==> src/pkg/nfc_pkg.sv <==
// Package for the NAND erase/ID/status/reset host controller
// Notes on behaviour
// - At most one block per district per erase.
// - Erase setup 60+addr, 60+addr, then D0.
// - End setup with D0, or abandon with FF.
// - After 70h status byte on each read.
// - While busy only 70h, 71h, FFh allowed.
`default_nettype none
package nfc_pkg;
   // ----------------------------------------------------------------
   // Command codes
   // ----------------------------------------------------------------
   localparam logic [7:0] NFC_CMD_ERASE_SETUP = 8'h60;
   localparam logic [7:0] NFC_CMD_ERASE_START = 8'hD0;
   localparam logic [7:0] NFC_CMD_READ_ID     = 8'h90;
   localparam logic [7:0] NFC_CMD_STATUS      = 8'h70;
   localparam logic [7:0] NFC_CMD_STATUS_DIST = 8'h71;
   localparam logic [7:0] NFC_CMD_RESET       = 8'hFF;
   localparam logic [7:0] NFC_ID_ADDR         = 8'h00;
   // ----------------------------------------------------------------
   // Software register map (word index = addr)
   // ----------------------------------------------------------------
   localparam logic [3:0] NFC_REG_CTRL   = 4'h0;
   localparam logic [3:0] NFC_REG_BLK0   = 4'h1;
   localparam logic [3:0] NFC_REG_BLK1   = 4'h2;
   localparam logic [3:0] NFC_REG_STATUS = 4'h3;
   localparam logic [3:0] NFC_REG_RESULT = 4'h4;
   localparam logic [3:0] NFC_REG_ID_LO  = 4'h5;
   localparam logic [3:0] NFC_REG_ID_HI  = 4'h6;
   // CTRL write: op code in bits 2:0
   localparam logic [2:0] NFC_OP_ERASE1 = 3'h1;
   localparam logic [2:0] NFC_OP_ERASE2 = 3'h2;
   localparam logic [2:0] NFC_OP_ID     = 3'h3;
   localparam logic [2:0] NFC_OP_STATUS = 3'h4;
   localparam logic [2:0] NFC_OP_STDIST = 3'h5;
   localparam logic [2:0] NFC_OP_RESET  = 3'h6;
   // Status byte fields
   localparam int NFC_ST_PF1   = 0;
   localparam int NFC_ST_PF2   = 1;
   localparam int NFC_ST_PBRDY = 5;
   localparam int NFC_ST_DCRDY = 6;
   localparam int NFC_ST_NOWP  = 7;
   // Geometry
   localparam int NFC_ROW_BYTES   = 3;
   localparam int NFC_PAGE_BITS   = 6;
   localparam int NFC_BLK_BITS    = 12;
   localparam int NFC_ID_BYTES    = 5;
   // ----------------------------------------------------------------
   // Timing
   // ----------------------------------------------------------------
   localparam int NFC_CLK_PS      = 5000;
   localparam int NFC_STROBE_PS   = 25000;
   localparam int NFC_STROBE_CYC  = (NFC_STROBE_PS + NFC_CLK_PS - 1) / NFC_CLK_PS;
   localparam int NFC_WB_PS       = 100000;
   localparam int NFC_WB_CYC      = (NFC_WB_PS + NFC_CLK_PS - 1) / NFC_CLK_PS;
   localparam logic [7:0] NFC_STROBE_W = 8'(NFC_STROBE_CYC);
   localparam logic [7:0] NFC_WB_W     = 8'(NFC_WB_CYC);
endpackage
`default_nettype wire

==> src/nfc_host.sv <==
// Host controller driving a NAND device for erase, ID, status and reset
`default_nettype none
module nfc_host
   import nfc_pkg::*;
(
   // Clock and reset
   input  wire logic       i_mclk,
   input  wire logic       i_rst,
   // Software port
   input  wire logic [3:0] i_addr,
   input  wire logic [31:0] i_wdata,
   input  wire logic       i_wr,
   input  wire logic       i_rd,
   output logic     [31:0] o_rdata,
   // Flash pins
   output logic            o_ce_n,
   output logic            o_cle,
   output logic            o_ale,
   output logic            o_we_n,
   output logic            o_read_strobe_n,
   output logic            o_wp_n,
   output logic     [7:0]  o_io,
   output logic            o_io_oe_n,
   input  wire logic [7:0] i_io,
   input  wire logic       i_ready_busy_pin
);
   typedef enum logic [3:0] {
      NFC_IDLE, NFC_CMD, NFC_ADDR, NFC_WAITB, NFC_POLL, NFC_RCMD, NFC_RDATA, NFC_NEXT
   } nfc_state_t;

   typedef struct packed {
      nfc_state_t  st;
      logic [2:0]  op;
      logic [1:0]  phase;
      logic [7:0]  cnt;
      logic [2:0]  idx;
      logic [NFC_BLK_BITS-1:0] blk0;
      logic [NFC_BLK_BITS-1:0] blk1;
      logic [7:0]  cur_cmd;
      logic [7:0]  status;
      logic [39:0] id;
      logic        busy;
      logic        err;
      logic        wp_n;
      logic [31:0] rdata;
      logic        ce_n, cle, ale, we_n, re_n, oe_n;
      logic [7:0]  io;
      logic        rst_pend;
   } nfc_regs_t;

   nfc_regs_t r, nxt;
   logic [23:0] row;
   logic        rst_req;
   logic        at_gap;

   // ----------------------------------------------------------------
   // Next-state logic
   // ----------------------------------------------------------------
   always_comb begin
      nxt = r;
      // Row address of the block chosen for this erase pass
      row = {{(24-NFC_BLK_BITS-NFC_PAGE_BITS){1'b0}},
             (r.phase == 2'd0) ? r.blk0 : r.blk1, {NFC_PAGE_BITS{1'b0}}};
      if (i_wr && i_addr == NFC_REG_BLK0) nxt.blk0 = i_wdata[NFC_BLK_BITS-1:0];
      if (i_wr && i_addr == NFC_REG_BLK1) nxt.blk1 = i_wdata[NFC_BLK_BITS-1:0];
      if (i_wr && i_addr == NFC_REG_CTRL) nxt.wp_n = i_wdata[8];
      // Each bus cycle: strobe low for NFC_STROBE_CYC clocks, then high for NFC_STROBE_CYC+1 clocks more
      unique case (r.st)
         NFC_IDLE: ;
         NFC_CMD, NFC_ADDR: begin
            nxt.ce_n = 1'b0; nxt.oe_n = 1'b0; nxt.re_n = 1'b1;
            nxt.cle = (r.st == NFC_CMD); nxt.ale = (r.st == NFC_ADDR);
            nxt.io = (r.st == NFC_CMD) ? r.cur_cmd
                   : (r.op == NFC_OP_ID) ? NFC_ID_ADDR : row[8*r.idx +: 8];
            nxt.cnt = r.cnt + 8'h01;
            nxt.we_n = (r.cnt < NFC_STROBE_W) ? 1'b0 : 1'b1;
            if (r.cnt == 8'(2*NFC_STROBE_CYC)) begin
               nxt.cnt = 8'h00; nxt.we_n = 1'b1; nxt.cle = 1'b0; nxt.ale = 1'b0;
               nxt.st = NFC_NEXT;
            end
         end
         NFC_NEXT: begin
            nxt.st = NFC_IDLE;
            unique case (r.op)
               NFC_OP_ERASE1, NFC_OP_ERASE2: begin
                  if (r.cur_cmd == NFC_CMD_ERASE_SETUP) begin
                     nxt.st = NFC_ADDR; nxt.idx = 3'h0; nxt.cur_cmd = 8'h00;
                  end else if (r.cur_cmd == 8'h00) begin
                     if (r.idx == 3'(NFC_ROW_BYTES-1)) begin
                        nxt.st = NFC_CMD;
                        // Second setup for the other district, else start
                        if (r.op == NFC_OP_ERASE2 && r.phase == 2'd0) begin
                           nxt.phase = 2'd1; nxt.cur_cmd = NFC_CMD_ERASE_SETUP;
                        end else begin
                           nxt.cur_cmd = NFC_CMD_ERASE_START;
                        end
                     end else begin
                        nxt.idx = r.idx + 3'h1; nxt.st = NFC_ADDR;
                     end
                  end else begin
                     nxt.st = NFC_WAITB; nxt.cnt = 8'h00;
                  end
               end
               NFC_OP_ID: begin
                  if (r.cur_cmd == NFC_CMD_READ_ID) begin
                     nxt.cur_cmd = 8'h00; nxt.st = NFC_ADDR; nxt.idx = 3'h0;
                  end else begin
                     nxt.st = NFC_RDATA; nxt.idx = 3'h0; nxt.oe_n = 1'b1;
                  end
               end
               NFC_OP_RESET: begin
                  nxt.st = NFC_WAITB; nxt.cnt = 8'h00;
               end
               default: begin
                  nxt.st = NFC_RDATA; nxt.oe_n = 1'b1; nxt.idx = 3'h0;
               end
            endcase
         end
         NFC_WAITB: begin
            // Give the device time to drop its busy pin
            nxt.cnt = r.cnt + 8'h01;
            if (r.cnt >= NFC_WB_W) nxt.st = NFC_POLL;
         end
         NFC_POLL: begin
            if (i_ready_busy_pin) begin
               // Fetch status to report pass or fail
               nxt.op = NFC_OP_STATUS; nxt.cur_cmd = NFC_CMD_STATUS;
               nxt.st = NFC_CMD; nxt.cnt = 8'h00;
            end
         end
         NFC_RDATA: begin
            nxt.oe_n = 1'b1; nxt.ce_n = 1'b0;
            nxt.cnt = r.cnt + 8'h01;
            nxt.re_n = (r.cnt < NFC_STROBE_W) ? 1'b0 : 1'b1;
            if (r.cnt == NFC_STROBE_W - 8'h01) begin
               if (r.op == NFC_OP_ID) nxt.id[8*r.idx +: 8] = i_io;
               else nxt.status = i_io;
            end
            if (r.cnt == 8'(2*NFC_STROBE_CYC)) begin
               nxt.cnt = 8'h00; nxt.re_n = 1'b1;
               if (r.op == NFC_OP_ID && r.idx != 3'(NFC_ID_BYTES-1)) begin
                  nxt.idx = r.idx + 3'h1;
               end else begin
                  nxt.st = NFC_IDLE; nxt.busy = 1'b0; nxt.ce_n = 1'b1;
               end
            end
         end
         default: nxt.st = NFC_IDLE;
      endcase

      // Software orders come after the bus cycle logic so that they win
      // Reset is always accepted, even mid-setup or while busy
      // It waits for a strobe gap so that no strobe pulse is cut short
      rst_req = r.rst_pend || (i_wr && i_addr == NFC_REG_CTRL && i_wdata[2:0] == NFC_OP_RESET);
      at_gap  = !(r.st inside {NFC_CMD, NFC_ADDR, NFC_RDATA}) || (r.cnt == 8'(2*NFC_STROBE_CYC));
      if (rst_req && at_gap) begin
         nxt.op = NFC_OP_RESET;
         nxt.cur_cmd = NFC_CMD_RESET;
         nxt.phase = 2'd0;
         nxt.st = NFC_CMD;
         nxt.cnt = 8'h00;
         nxt.busy = 1'b1;
         nxt.err = 1'b0;
         nxt.rst_pend = 1'b0;
      end else if (rst_req) begin
         nxt.rst_pend = 1'b1;
      end else if (i_wr && i_addr == NFC_REG_CTRL && !r.busy && i_wdata[2:0] != 3'h0) begin
         nxt.op = i_wdata[2:0]; nxt.phase = 2'd0; nxt.cnt = 8'h00; nxt.idx = 3'h0;
         nxt.busy = 1'b1; nxt.st = NFC_CMD; nxt.err = 1'b0;
         // Two blocks must sit in different districts (low bit)
         if (i_wdata[2:0] == NFC_OP_ERASE2 && r.blk0[0] == r.blk1[0]) begin
            nxt.err = 1'b1; nxt.busy = 1'b0; nxt.st = NFC_IDLE;
         end
         unique case (i_wdata[2:0])
            NFC_OP_ERASE1, NFC_OP_ERASE2: nxt.cur_cmd = NFC_CMD_ERASE_SETUP;
            NFC_OP_ID:     nxt.cur_cmd = NFC_CMD_READ_ID;
            NFC_OP_STDIST: nxt.cur_cmd = NFC_CMD_STATUS_DIST;
            default:       nxt.cur_cmd = NFC_CMD_STATUS;
         endcase
      end else if (i_wr && i_addr == NFC_REG_CTRL && r.busy) begin
         nxt.err = 1'b1;
      end

      // Read port
      nxt.rdata = 32'h0000_0000;
      if (i_rd) begin
         unique case (i_addr)
            NFC_REG_CTRL:   nxt.rdata = {23'h0, r.wp_n, 5'h0, r.op};
            NFC_REG_BLK0:   nxt.rdata = {20'h0, r.blk0};
            NFC_REG_BLK1:   nxt.rdata = {20'h0, r.blk1};
            // Status byte with error, ready pin and busy flags
            NFC_REG_STATUS: nxt.rdata = {21'h0, r.err, i_ready_busy_pin, r.busy, r.status};
            NFC_REG_RESULT: nxt.rdata = {29'h0,
                                         r.status[NFC_ST_PBRDY] & r.status[NFC_ST_PF1],
                                         r.status[NFC_ST_DCRDY] & r.status[NFC_ST_PF2],
                                         r.status[NFC_ST_NOWP]};
            NFC_REG_ID_LO:  nxt.rdata = r.id[31:0];
            NFC_REG_ID_HI:  nxt.rdata = {24'h0, r.id[39:32]};
            default:        nxt.rdata = 32'h0000_0000;
         endcase
      end
   end

   // ----------------------------------------------------------------
   // State register
   // ----------------------------------------------------------------
   always_ff @(posedge i_mclk or posedge i_rst) begin
      if (i_rst) begin
         r       <= '0;
         r.st    <= NFC_IDLE;
         r.ce_n  <= 1'b1;
         r.we_n  <= 1'b1;
         r.re_n  <= 1'b1;
         r.oe_n  <= 1'b1;
         r.wp_n  <= 1'b0;
      end else begin
         r <= nxt;
      end
   end

   assign o_rdata         = r.rdata;
   assign o_ce_n          = r.ce_n;
   assign o_cle           = r.cle;
   assign o_ale           = r.ale;
   assign o_we_n          = r.we_n;
   assign o_read_strobe_n = r.re_n;
   assign o_wp_n          = r.wp_n;
   assign o_io            = r.io;
   assign o_io_oe_n       = r.oe_n;
endmodule
`default_nettype wire

==> config.mk <==
export PLATFORM = sky130hd
export DESIGN_NAME = nfc_host
export DESIGN_NICKNAME = d
export VERILOG_FILES = /design/src/pkg/nfc_pkg.sv /design/src/nfc_host.sv
export SDC_FILE = /design/constraint.sdc
export NUM_CORES = 1
export LEC_CHECK = 0
export ABC_AREA = 1
export BUFFER_PORTS_ARGS = -buffer_cell sky130_fd_sc_hd__buf_2
export CAP_MARGIN = 20
export CORE_ASPECT_RATIO = 1.25
export CORE_MARGIN = 3
export CORE_UTILIZATION = 35
export DETAILED_ROUTE_END_ITERATION = 7
export PLACE_DENSITY_LB_ADDON = 0.12
export SLEW_MARGIN = 10
export SYNTH_ARGS = -nofsm -noshare
export SYNTH_HDL_FRONTEND = slang
export SYNTH_SLANG_ARGS = --single-unit
==> constraint.sdc <==
create_clock -name i_mclk -period 9.39 [get_ports i_mclk]
set_clock_uncertainty 0.2 [all_clocks]
set_input_delay 1.878 -clock i_mclk [delete_from_list [all_inputs] [get_ports i_mclk]]
set_output_delay 1.878 -clock i_mclk [all_outputs]
set_load 0.02 [all_outputs]
==> results of run 1 <==
-- where the power goes --
group	leakage [nW]	internal, mW	switching, mW
sequential	1.70	0.682	0.0321
combinational	2.62	0.0427	0.0892
clock	0.291	0.377	0.305
total	4.62	1.10	0.427
-- layer usage --
metal	share of wire (%)	GRT usage (%)	vias up
met5	0	0	-
met3	3.2	3.02	23
met4	2.2	5.83	0
met1	46	23.9	3037
met2	49	30.2	115
li1	-	-	3155
-- worst paths after layout --
check	depth (start not counted)	endpoint	start
max in group asynchronous	3	r[134]	i_rst
worst max-delay path	5	r[128]	i_addr[3]
min in group asynchronous	2	r[123]	i_rst
worst min register to register	2	o_we_n	o_we_n
worst max register to register	8	r[54]	r[130]
worst min-delay path	2	o_we_n	o_we_n
-- cells in the final DEF (no fill, tap or decap), types with 2 or more instances in the layout --
cell,instances
a21oi_1,31
buf_2,75
buf_4,2
clkbuf_16,17
clkinv_2,2
clkinv_4,4
dfrtp_1,146
dfstp_2,4
ha_1,11
inv_1,103
inv_2,11
inv_6,6
inv_8,4
nand2_1,259
nand2_2,4
nand2_4,2
nand3_1,71
nand3_2,6
nand4_1,16
nor2_1,80
nor2_2,7
nor2_4,3
nor3_1,9
nor3_2,2
o2111a_1,6
o211ai_1,6
o21ai_0,85
o21ai_1,4
o22ai_1,10
o31ai_1,8
or2_2,2
xor2_1,2
-- metrics by stage --
| step | area (um2) | cells | total power [mW] |
|---|---|---|---|
| floorplan | 7720 | 969 | 0.812 |
| global placement | 8040 | 1259 | 0.858 |
| detailed placement | 8040 | 1259 | 0.859 |
| CTS | 8620 | 1291 | 1.55 |
| global route | 8620 | 1291 | 1.60 |
| finish | 8620 | 1291 | 1.53 |
-- worst max-delay path, delay by kind of cell --
family / cells / cell delay, ns
simple gates: 3 / 1.44
compound gates: 1 / 0.33
buf+inv: 1 / 0.11
-- flip-flops by register name, summed over array words and instances (netlist names) --
signal	count
o_ale	1
o_io_oe_n	1
r	103
o_rdata	32
o_wp_n	1
o_we_n	1
o_read_strobe_n	1
o_ce_n	1
o_cle	1
o_io	8
-- logic make-up (layout without fill, tap and decap cells) --
family | Yosys count | count (layout) | share of synthesized area, %
AND/OR/NAND/NOR | 464 | 464 | 26.1
buffers and inverters | 182 | 225 | 11.2
AO/OA/AOI/OAI | 159 | 159 | 12.0
flip-flops | 150 | 150 | 48.7
adder cells (fa/ha/maj) | 11 | 11 | 1.78
XOR/XNOR | 2 | 2 | 0.227
other | 1 | 1 | 0.0485
-- Yosys cell counts, types with 2 or more instances --
master	number
nand2_1	259
dfrtp_1	146
inv_1	104
o21ai_0	85
nor2_1	80
nand3_1	71
buf_4	42
a21oi_1	31
nand4_1	16
clkbuf_1	14
ha_1	11
inv_2	11
o22ai_1	10
nor3_1	9
o31ai_1	8
buf_2	7
nor2_2	7
nand3_2	6
o2111a_1	6
o211ai_1	6
dfstp_2	4
nand2_2	4
o21ai_1	4
nor2_4	3
buf_6	2
nand2_4	2
nor3_2	2
or2_2	2
xor2_1	2
-- layout make-up --
type,instances,area share [%]
Clock buffer,17,4.93
Sequential cell,150,43.6
Tap cell,279,4.05
Inverter,116,5.12
Multi-Input combinational cell,637,35.9
Clock inverter,15,1.84
Timing Repair Buffer,77,4.53
==> flow_summary_export.csv, run 1 <==
group,metric,value,unit
cts,clkTransAtPathRegs,0.07,ns
synth,postSynthNetCount,1029,
sta,holdWs,0.269,ns
critical_path,worstPathMaxFanout,24,
cts,numCtsBuffers,17,
place,io_buffers,75,
sta,worstMarginPinSlew,0.849,ns
pwr,power.leakage,4.62,nW
routing,routed_via_density,4.90,
critical_path,required,9.52,ns
critical_path,critical_path.max_stage_delay,0.60,ns
sta,slew_viol_final,0,
synth,yosysWarnings,0,
critical_path,critPathKind,"in2reg",
place,place.detailed.hpwl,15600,um
sta,post-route-period-util,38.9,%
synth,synth_area_leaders,"dfrtp_1, nand2_1, o21ai_0",
critical_path,critical_path_arrival,3.78,ns
sta,fin_ws,5.74,ns
global_routing,grt_pass1_vias,6313,
pwr,power_density,177,nW/um2
sta,finalSetupTns,0,ns
die,rows,60,
cts,ctsResizeCount,0,
synth,synthFlopType,"dfrtp_1",
critical_path,start_kind,"primary input",
cells_and_area,area_delta_synth_final,11.6,%
cts,clk_path_buf_depth,2,
synth,yosys.area.top_type_share,47.3,%
die,dieArea,23900,um2
cts,cts_tree,"yes",
flow_run,drv_cap,0,
cells_and_area,num_antenna_cells,0,
sta,maxSlewHeadroom,43.2,%
critical_path,crit_path_cell_trace,"buf_2 > nor2_2 > and3_1 > nand2_1 > o21ai_0",
global_routing,grt_overflow,0,
synth,ys_ff_latch,150,
cts,cts.sinks,150,
cts,cts_max_level,4,
worst_hold_path,hold_path.class,"reg2reg",
sta,rsz0062_at_grt,"false",
die,ios,96,
sta,setup_viol,0,
routing,antenna_left,0,
sta,period_needed,3.65,ns
cells_and_area,layout-drive-gt1-share,15.3,%
synth,async_reset_ff_share,100,%
cts,postCtsSetupRepairBufs,0,
pwr,ir_drop,0.117,mV
synth,synth_edf_count,0,
critical_path,crit_slowest_cell,"nand2_1",
global_routing,grt_use_total,18.0,%
sta,hold_viol,0,
routing,dr.pass1.iters,5,
global_routing,grt_pass1_wl,33900,um
die,die_height,172,um
cts,cts_hold_buf,0,
cells_and_area,final_util,39.9,%
cts,root_buffer,"clkbuf_16",
synth,netlist_area,7720,um2
synth,ys_seq_area_share,48.7,%
critical_path,endpoint_kind,"register",
synth,synth_area_per_cell,7.97,um2
routing,routed_wl,21200,um
critical_path,r2r_slack,5.86,ns
routing,wl_per_cell,16.4,um
synth,netlist-cell-type-count,44,
routing,vias,6330,
routing,drc,0,
synth,syn_inst,969,
die,initial_utilization,35.7,%
place,pre_cts_ws,5.29,ns
place,place_congestion,0.851,
cells_and_area,regArea,3760,um2
routing,drt_iter0_markers,433,
die,coreArea,21600,um2
run_status,outcome,"finished, final reports clean",
cells_and_area,fillCellCount,2275,
die,die_w,139,um
cells_and_area,multi_input_area,3100,um2
sta,fmax,274,MHz
global_routing,antenna_found_initial,0,
cts,clk-insertion-delay-late,0.42,ns
synth,yosysTopAreaCell,"dfrtp_1",
global_routing,grt_max_degree,93,
cells_and_area,fin_nets,1059,
(Power assumes the default switching activity.)
==> inputs of run 2 (changes only) <==
clock period = 3 ns   (was 9.39 ns; I/O delays follow)
==> flow_summary_export.csv, run 2 (synthesis results as in run 1) <==
group,metric,value,unit
run_status,outcome,"finished, final reports clean",
die,coreArea,21600,um2
global_routing,grt_pass1_wl,34200,um
routing,drc,0,
cts,postCtsSetupRepairBufs,0,
sta,post-route-period-util,77.3,%
cts,root_buffer,"clkbuf_16",
routing,routed_wl,21400,um
place,placed_cell_area,8210,um2
sta,setup_viol,0,
cells_and_area,largest_register_ffs,103,
cells_and_area,fin_area,8830,um2
routing,vias,6291,
die,rows,60,
cells_and_area,layout_common_cells,"nand2_1, dfrtp_1, inv_1",
sta,hold_viol,0,
pwr,power_density,559,nW/um2
place,place.detailed.hpwl,15900,um
critical_path,start_kind,"register",
critical_path,crit_slowest_cell,"or2_1",
die,die_w,139,um
routing,wl_per_cell,16.3,um
cells_and_area,num_antenna_cells,0,
sta,slew_viol_final,0,
critical_path,crit_family,"simple AND/OR/NAND/NOR gates",
routing,drt_iter0_markers,361,
die,die_height,172,um
cells_and_area,final_common_cell,"nand2_1",
sta,period_needed,2.32,ns
routing,dr.pass1.iters,5,
sta,worstMarginPinSlew,0.742,ns
critical_path,required,3.13,ns
cts,cts_max_level,4,
pwr,ir_drop,0.366,mV
critical_path,crit_path_cell_trace,"inv_2 > ha_1 > ha_1 > nor2_1 > buf_4 > nand3_1 > or2_1 > o31ai_1",
cells_and_area,layout-drive-gt1-share,16.8,%
cells_and_area,final_util,40.8,%
cts,cts_hold_buf,0,
cts,numCtsBuffers,17,
place,place_congestion,0.863,
global_routing,grt_pass1_vias,6301,
die,dieArea,23900,um2
cells_and_area,fin_nets,1078,
critical_path,endpoint_kind,"register",
cts,clk-insertion-delay-late,0.42,ns
global_routing,grt_use_total,18.2,%
global_routing,grt_overflow,0,
cells_and_area,final_cell_count_no_fill,1310,
critical_path,critical_path.max_stage_delay,0.44,ns
cts,cts_tree,"yes",
cells_and_area,area_delta_synth_final,14.3,%
pwr,power.leakage,4.72,nW
critical_path,worstPathMaxFanout,16,
die,ios,96,
cts,cts.sinks,150,
sta,maxSlewHeadroom,50.4,%
sta,finalSetupTns,0,ns
cts,ctsResizeCount,0,
sta,rsz0062_at_grt,"false",
flow_run,drv_cap,0,
sta,fmax,431,MHz
cts,clkTransAtPathRegs,0.07,ns
place,dp_cells,1278,
die,initial_utilization,35.7,%
routing,antenna_left,0,
place,io_buffers,75,
critical_path,critical_path_arrival,2.45,ns
routing,routed_via_density,4.80,
critical_path,crit_top_cell,"ha_1",
global_routing,antenna_found_initial,0,
cts,clk_path_buf_depth,2,
critical_path,critPathKind,"reg2reg",
worst_hold_path,hold_path.class,"in2async",
cells_and_area,top_register,"r",
global_routing,grt_max_degree,90,
critical_path,cp_num_buf_inv,2,
==> run 2: cell types whose count changed in the layout (fill, tap and decap cells not counted), sizes merged <==
| cell | change |
|---|---|
| bufinv | +2 |
| clkinvlp | +3 |
| clkbuf | +3 |
| clkinv | -2 |
| inv | -6 |
| buf | +19 |
==> run 2: routing by layer <==
layer	GRT usage (%)	share of wire, %	wire, um	vias up
met3	2.85	3.9	831	17
met4	5.49	1.2	263	0
met2	31.8	50	10700	139
met1	23.3	45	9530	2943
li1	-	-	-	3192
met5	0	0	0	-
==> run 2: path summary, 6_finish.rpt <==
path                                to  slack, ns  startpoint  depth (start not counted)
worst max register to register   r[87]       0.68      r[131]                          8
worst min register to register  o_we_n       0.27      o_we_n                          2
worst max-delay path             r[87]       0.68      r[131]                          8
max in group asynchronous        r[62]       2.07       i_rst                          3
min in group i_mclk             r[115]       0.25  i_wdata[9]                          3
worst min-delay path            r[123]       0.09       i_rst                          3
==> run 2: final cells by class <==
class | count | area (um2)
fill | 2251 | 12800
inverter | 116 | 440
tap | 279 | 349
clock inverter | 12 | 168
sequential | 150 | 3760
timing repair buffer | 96 | 558
multi-input combinational | 637 | 3100
clock buffer | 20 | 457
==> run 2: stage by stage <==
stage / power, mW / worst slack [ns] / hold slack, ns
6_report: 4.94 / 0.680 / 0.0878
5_1_grt: 5.14 / 0.419 / 0.120
4_1_cts: 5.00 / 0.648 / 0.103
3_5_place_dp: 2.70 / 0.449 / 0.258
3_3_place_gp: 2.70 / 0.423 / 0.258
2_1_floorplan: 2.54 / 0.314 / 0.252
==> run 2: worst min-delay path, cell delays in order <==
cell and delay (ns):
buf_2 0.11, clkinvlp_4 0.10, buf_12 0.29
==> run 2: power breakdown <==
group / leakage (nW) / total, mW / switching (mW) / internal (mW)
combinational: 2.72 / 0.421 / 0.279 / 0.141
clock: 0.301 / 2.28 / 0.909 / 1.37
sequential: 1.70 / 2.24 / 0.100 / 2.14
==> inputs of run 3 (changes only) <==
clock period = 2.08 ns   (was 3 ns; I/O delays follow)
==> flow_summary_export.csv, run 3 (synthesis results as in run 1) <==
group,metric,value,unit
run_status,outcome,"finished, final reports clean",
critical_path,critical_path_arrival,2.10,ns
global_routing,grt_pass1_wl,34600,um
cells_and_area,final_common_cell,"nand2_1",
cts,cts.sinks,150,
die,initial_utilization,35.7,%
sta,setup_viol,0,
critical_path,endpoint_kind,"register",
sta,fmax,504,MHz
die,dieArea,23900,um2
cells_and_area,fin_nets,1128,
cells_and_area,largest_register_ffs,103,
cts,clk_path_buf_depth,2,
cells_and_area,final_cell_count_no_fill,1360,
critical_path,cp_num_buf_inv,2,
critical_path,crit_path_cell_trace,"inv_2 > ha_4 > ha_4 > nand2_4 > inv_4 > nand3_1 > or2_4 > o31ai_1",
cells_and_area,top_register,"r",
cts,cts_tree,"yes",
die,die_height,172,um
cts,clk-insertion-delay-late,0.43,ns
sta,holdWs,0.0437,ns
place,dp_cells,1325,
flow_run,drv_cap,0,
pwr,power.leakage,4.98,nW
routing,antenna_left,0,
cells_and_area,layout_common_cells,"nand2_1, dfrtp_1, inv_1",
cts,clkTransAtPathRegs,0.07,ns
place,pre_cts_ws,0.00996,ns
die,coreArea,21600,um2
sta,period_needed,1.98,ns
critical_path,crit_top_cell,"ha_4",
pwr,ir_drop,0.539,mV
critical_path,start_kind,"register",
cts,postCtsSetupRepairBufs,0,
critical_path,crit_family,"simple AND/OR/NAND/NOR gates",
cells_and_area,num_antenna_cells,0,
cells_and_area,area_delta_synth_final,20.3,%
place,io_buffers,75,
worst_hold_path,hold_path.class,"in2reg",
routing,dr.pass1.iters,5,
pwr,power_density,739,nW/um2
sta,fin_ws,0.0964,ns
routing,routed_via_density,4.80,
die,die_w,139,um
critical_path,crit_slowest_cell,"dfrtp_1",
routing,wl_per_cell,15.8,um
cells_and_area,layout-drive-gt1-share,21.8,%
critical_path,required,2.20,ns
cts,numCtsBuffers,17,
critical_path,worstPathMaxFanout,16,
global_routing,grt_max_degree,53,
sta,slew_viol_final,0,
sta,post-route-period-util,95.4,%
sta,rsz0062_at_grt,"true",
critical_path,critical_path.max_stage_delay,0.36,ns
routing,drc,0,
critical_path,critPathKind,"reg2reg",
cells_and_area,final_util,43.0,%
global_routing,antenna_found_initial,0,
routing,routed_wl,21400,um
global_routing,grt_overflow,0,
global_routing,grt_pass1_vias,6449,
die,rows,60,
sta,hold_viol,0,
cts,root_buffer,"clkbuf_16",
routing,drt_iter0_markers,477,
global_routing,grt_use_total,18.3,%
routing,vias,6534,
cts,cts_max_level,4,
die,ios,96,
place,place_congestion,0.875,
place,place.detailed.hpwl,16300,um
-- run 3: path summary, 6_finish.rpt --
check / to / slack [ns] / start / depth (start not counted)
setup / recovery: r[87] / 0.1 / r[130] / 8
hold / removal: o_rdata[11] / 0.04 / i_rd / 3
setup reg to reg: r[87] / 0.1 / r[130] / 8
hold reg to reg: o_we_n / 0.27 / o_we_n / 2
max in group asynchronous: o_io_oe_n / 0.85 / i_rst / 4
min in group asynchronous: o_rdata[8] / 0.27 / i_rst / 3
-- run 3: layout make-up --
class / count / area [um2]
Clock inverter: 15 / 145
Timing Repair Buffer: 144 / 958
Inverter: 116 / 445
Tap cell: 279 / 349
Sequential cell: 150 / 3760
Clock buffer: 17 / 425
Fill cell: 2267 / 12300
Multi-Input combinational cell: 639 / 3210
-- run 3: where the power goes --
group          leakage, nW  internal, mW  switching (mW)
Combinational         2.99         0.228           0.408
Clock                0.282          1.68            1.33
Sequential            1.70          3.08           0.140
Total                 4.98          4.99            1.88
-- run 3: what timing repair did --
item | CTS | global route
gates cloned | 0 | 2
hold buffers | 1 | 0
gates resized for setup | 1 | 16
setup endpoints to repair | 1 | 51
hold endpoints to repair | 10 | 0
pin swaps | 0 | 2
-- run 3: routing by layer --
| layer | wire length (um) | GRT usage [%] |
|---|---|---|
| met5 | 0 | 0 |
| met4 | 418 | 5.87 |
| met3 | 771 | 3.26 |
| met2 | 10500 | 31.5 |
| met1 | 9700 | 23.8 |
-- run 3: per-stage QoR --
| step | cell area [um2] | total power [mW] | TNS [ns] |
|---|---|---|---|
| 2_1_floorplan | 7790 | 3.67 | -61.99 |
| 3_3_place_gp | 8640 | 3.91 | 0 |
| 3_5_place_dp | 8640 | 3.92 | 0 |
| 4_1_cts | 9220 | 6.96 | 0 |
| 5_1_grt | 9290 | 7.18 | -0.0271 |
| 6_report | 9290 | 6.87 | 0 |
-- run 3: worst reg2reg max path: stages (launching register included) --
cell and delay, ns:
dfrtp_1 0.36, inv_2 0.07, ha_4 0.17, ha_4 0.28, nand2_4 0.07, inv_4 0.10
nand3_1 0.07, or2_4 0.33, o31ai_1 0.24
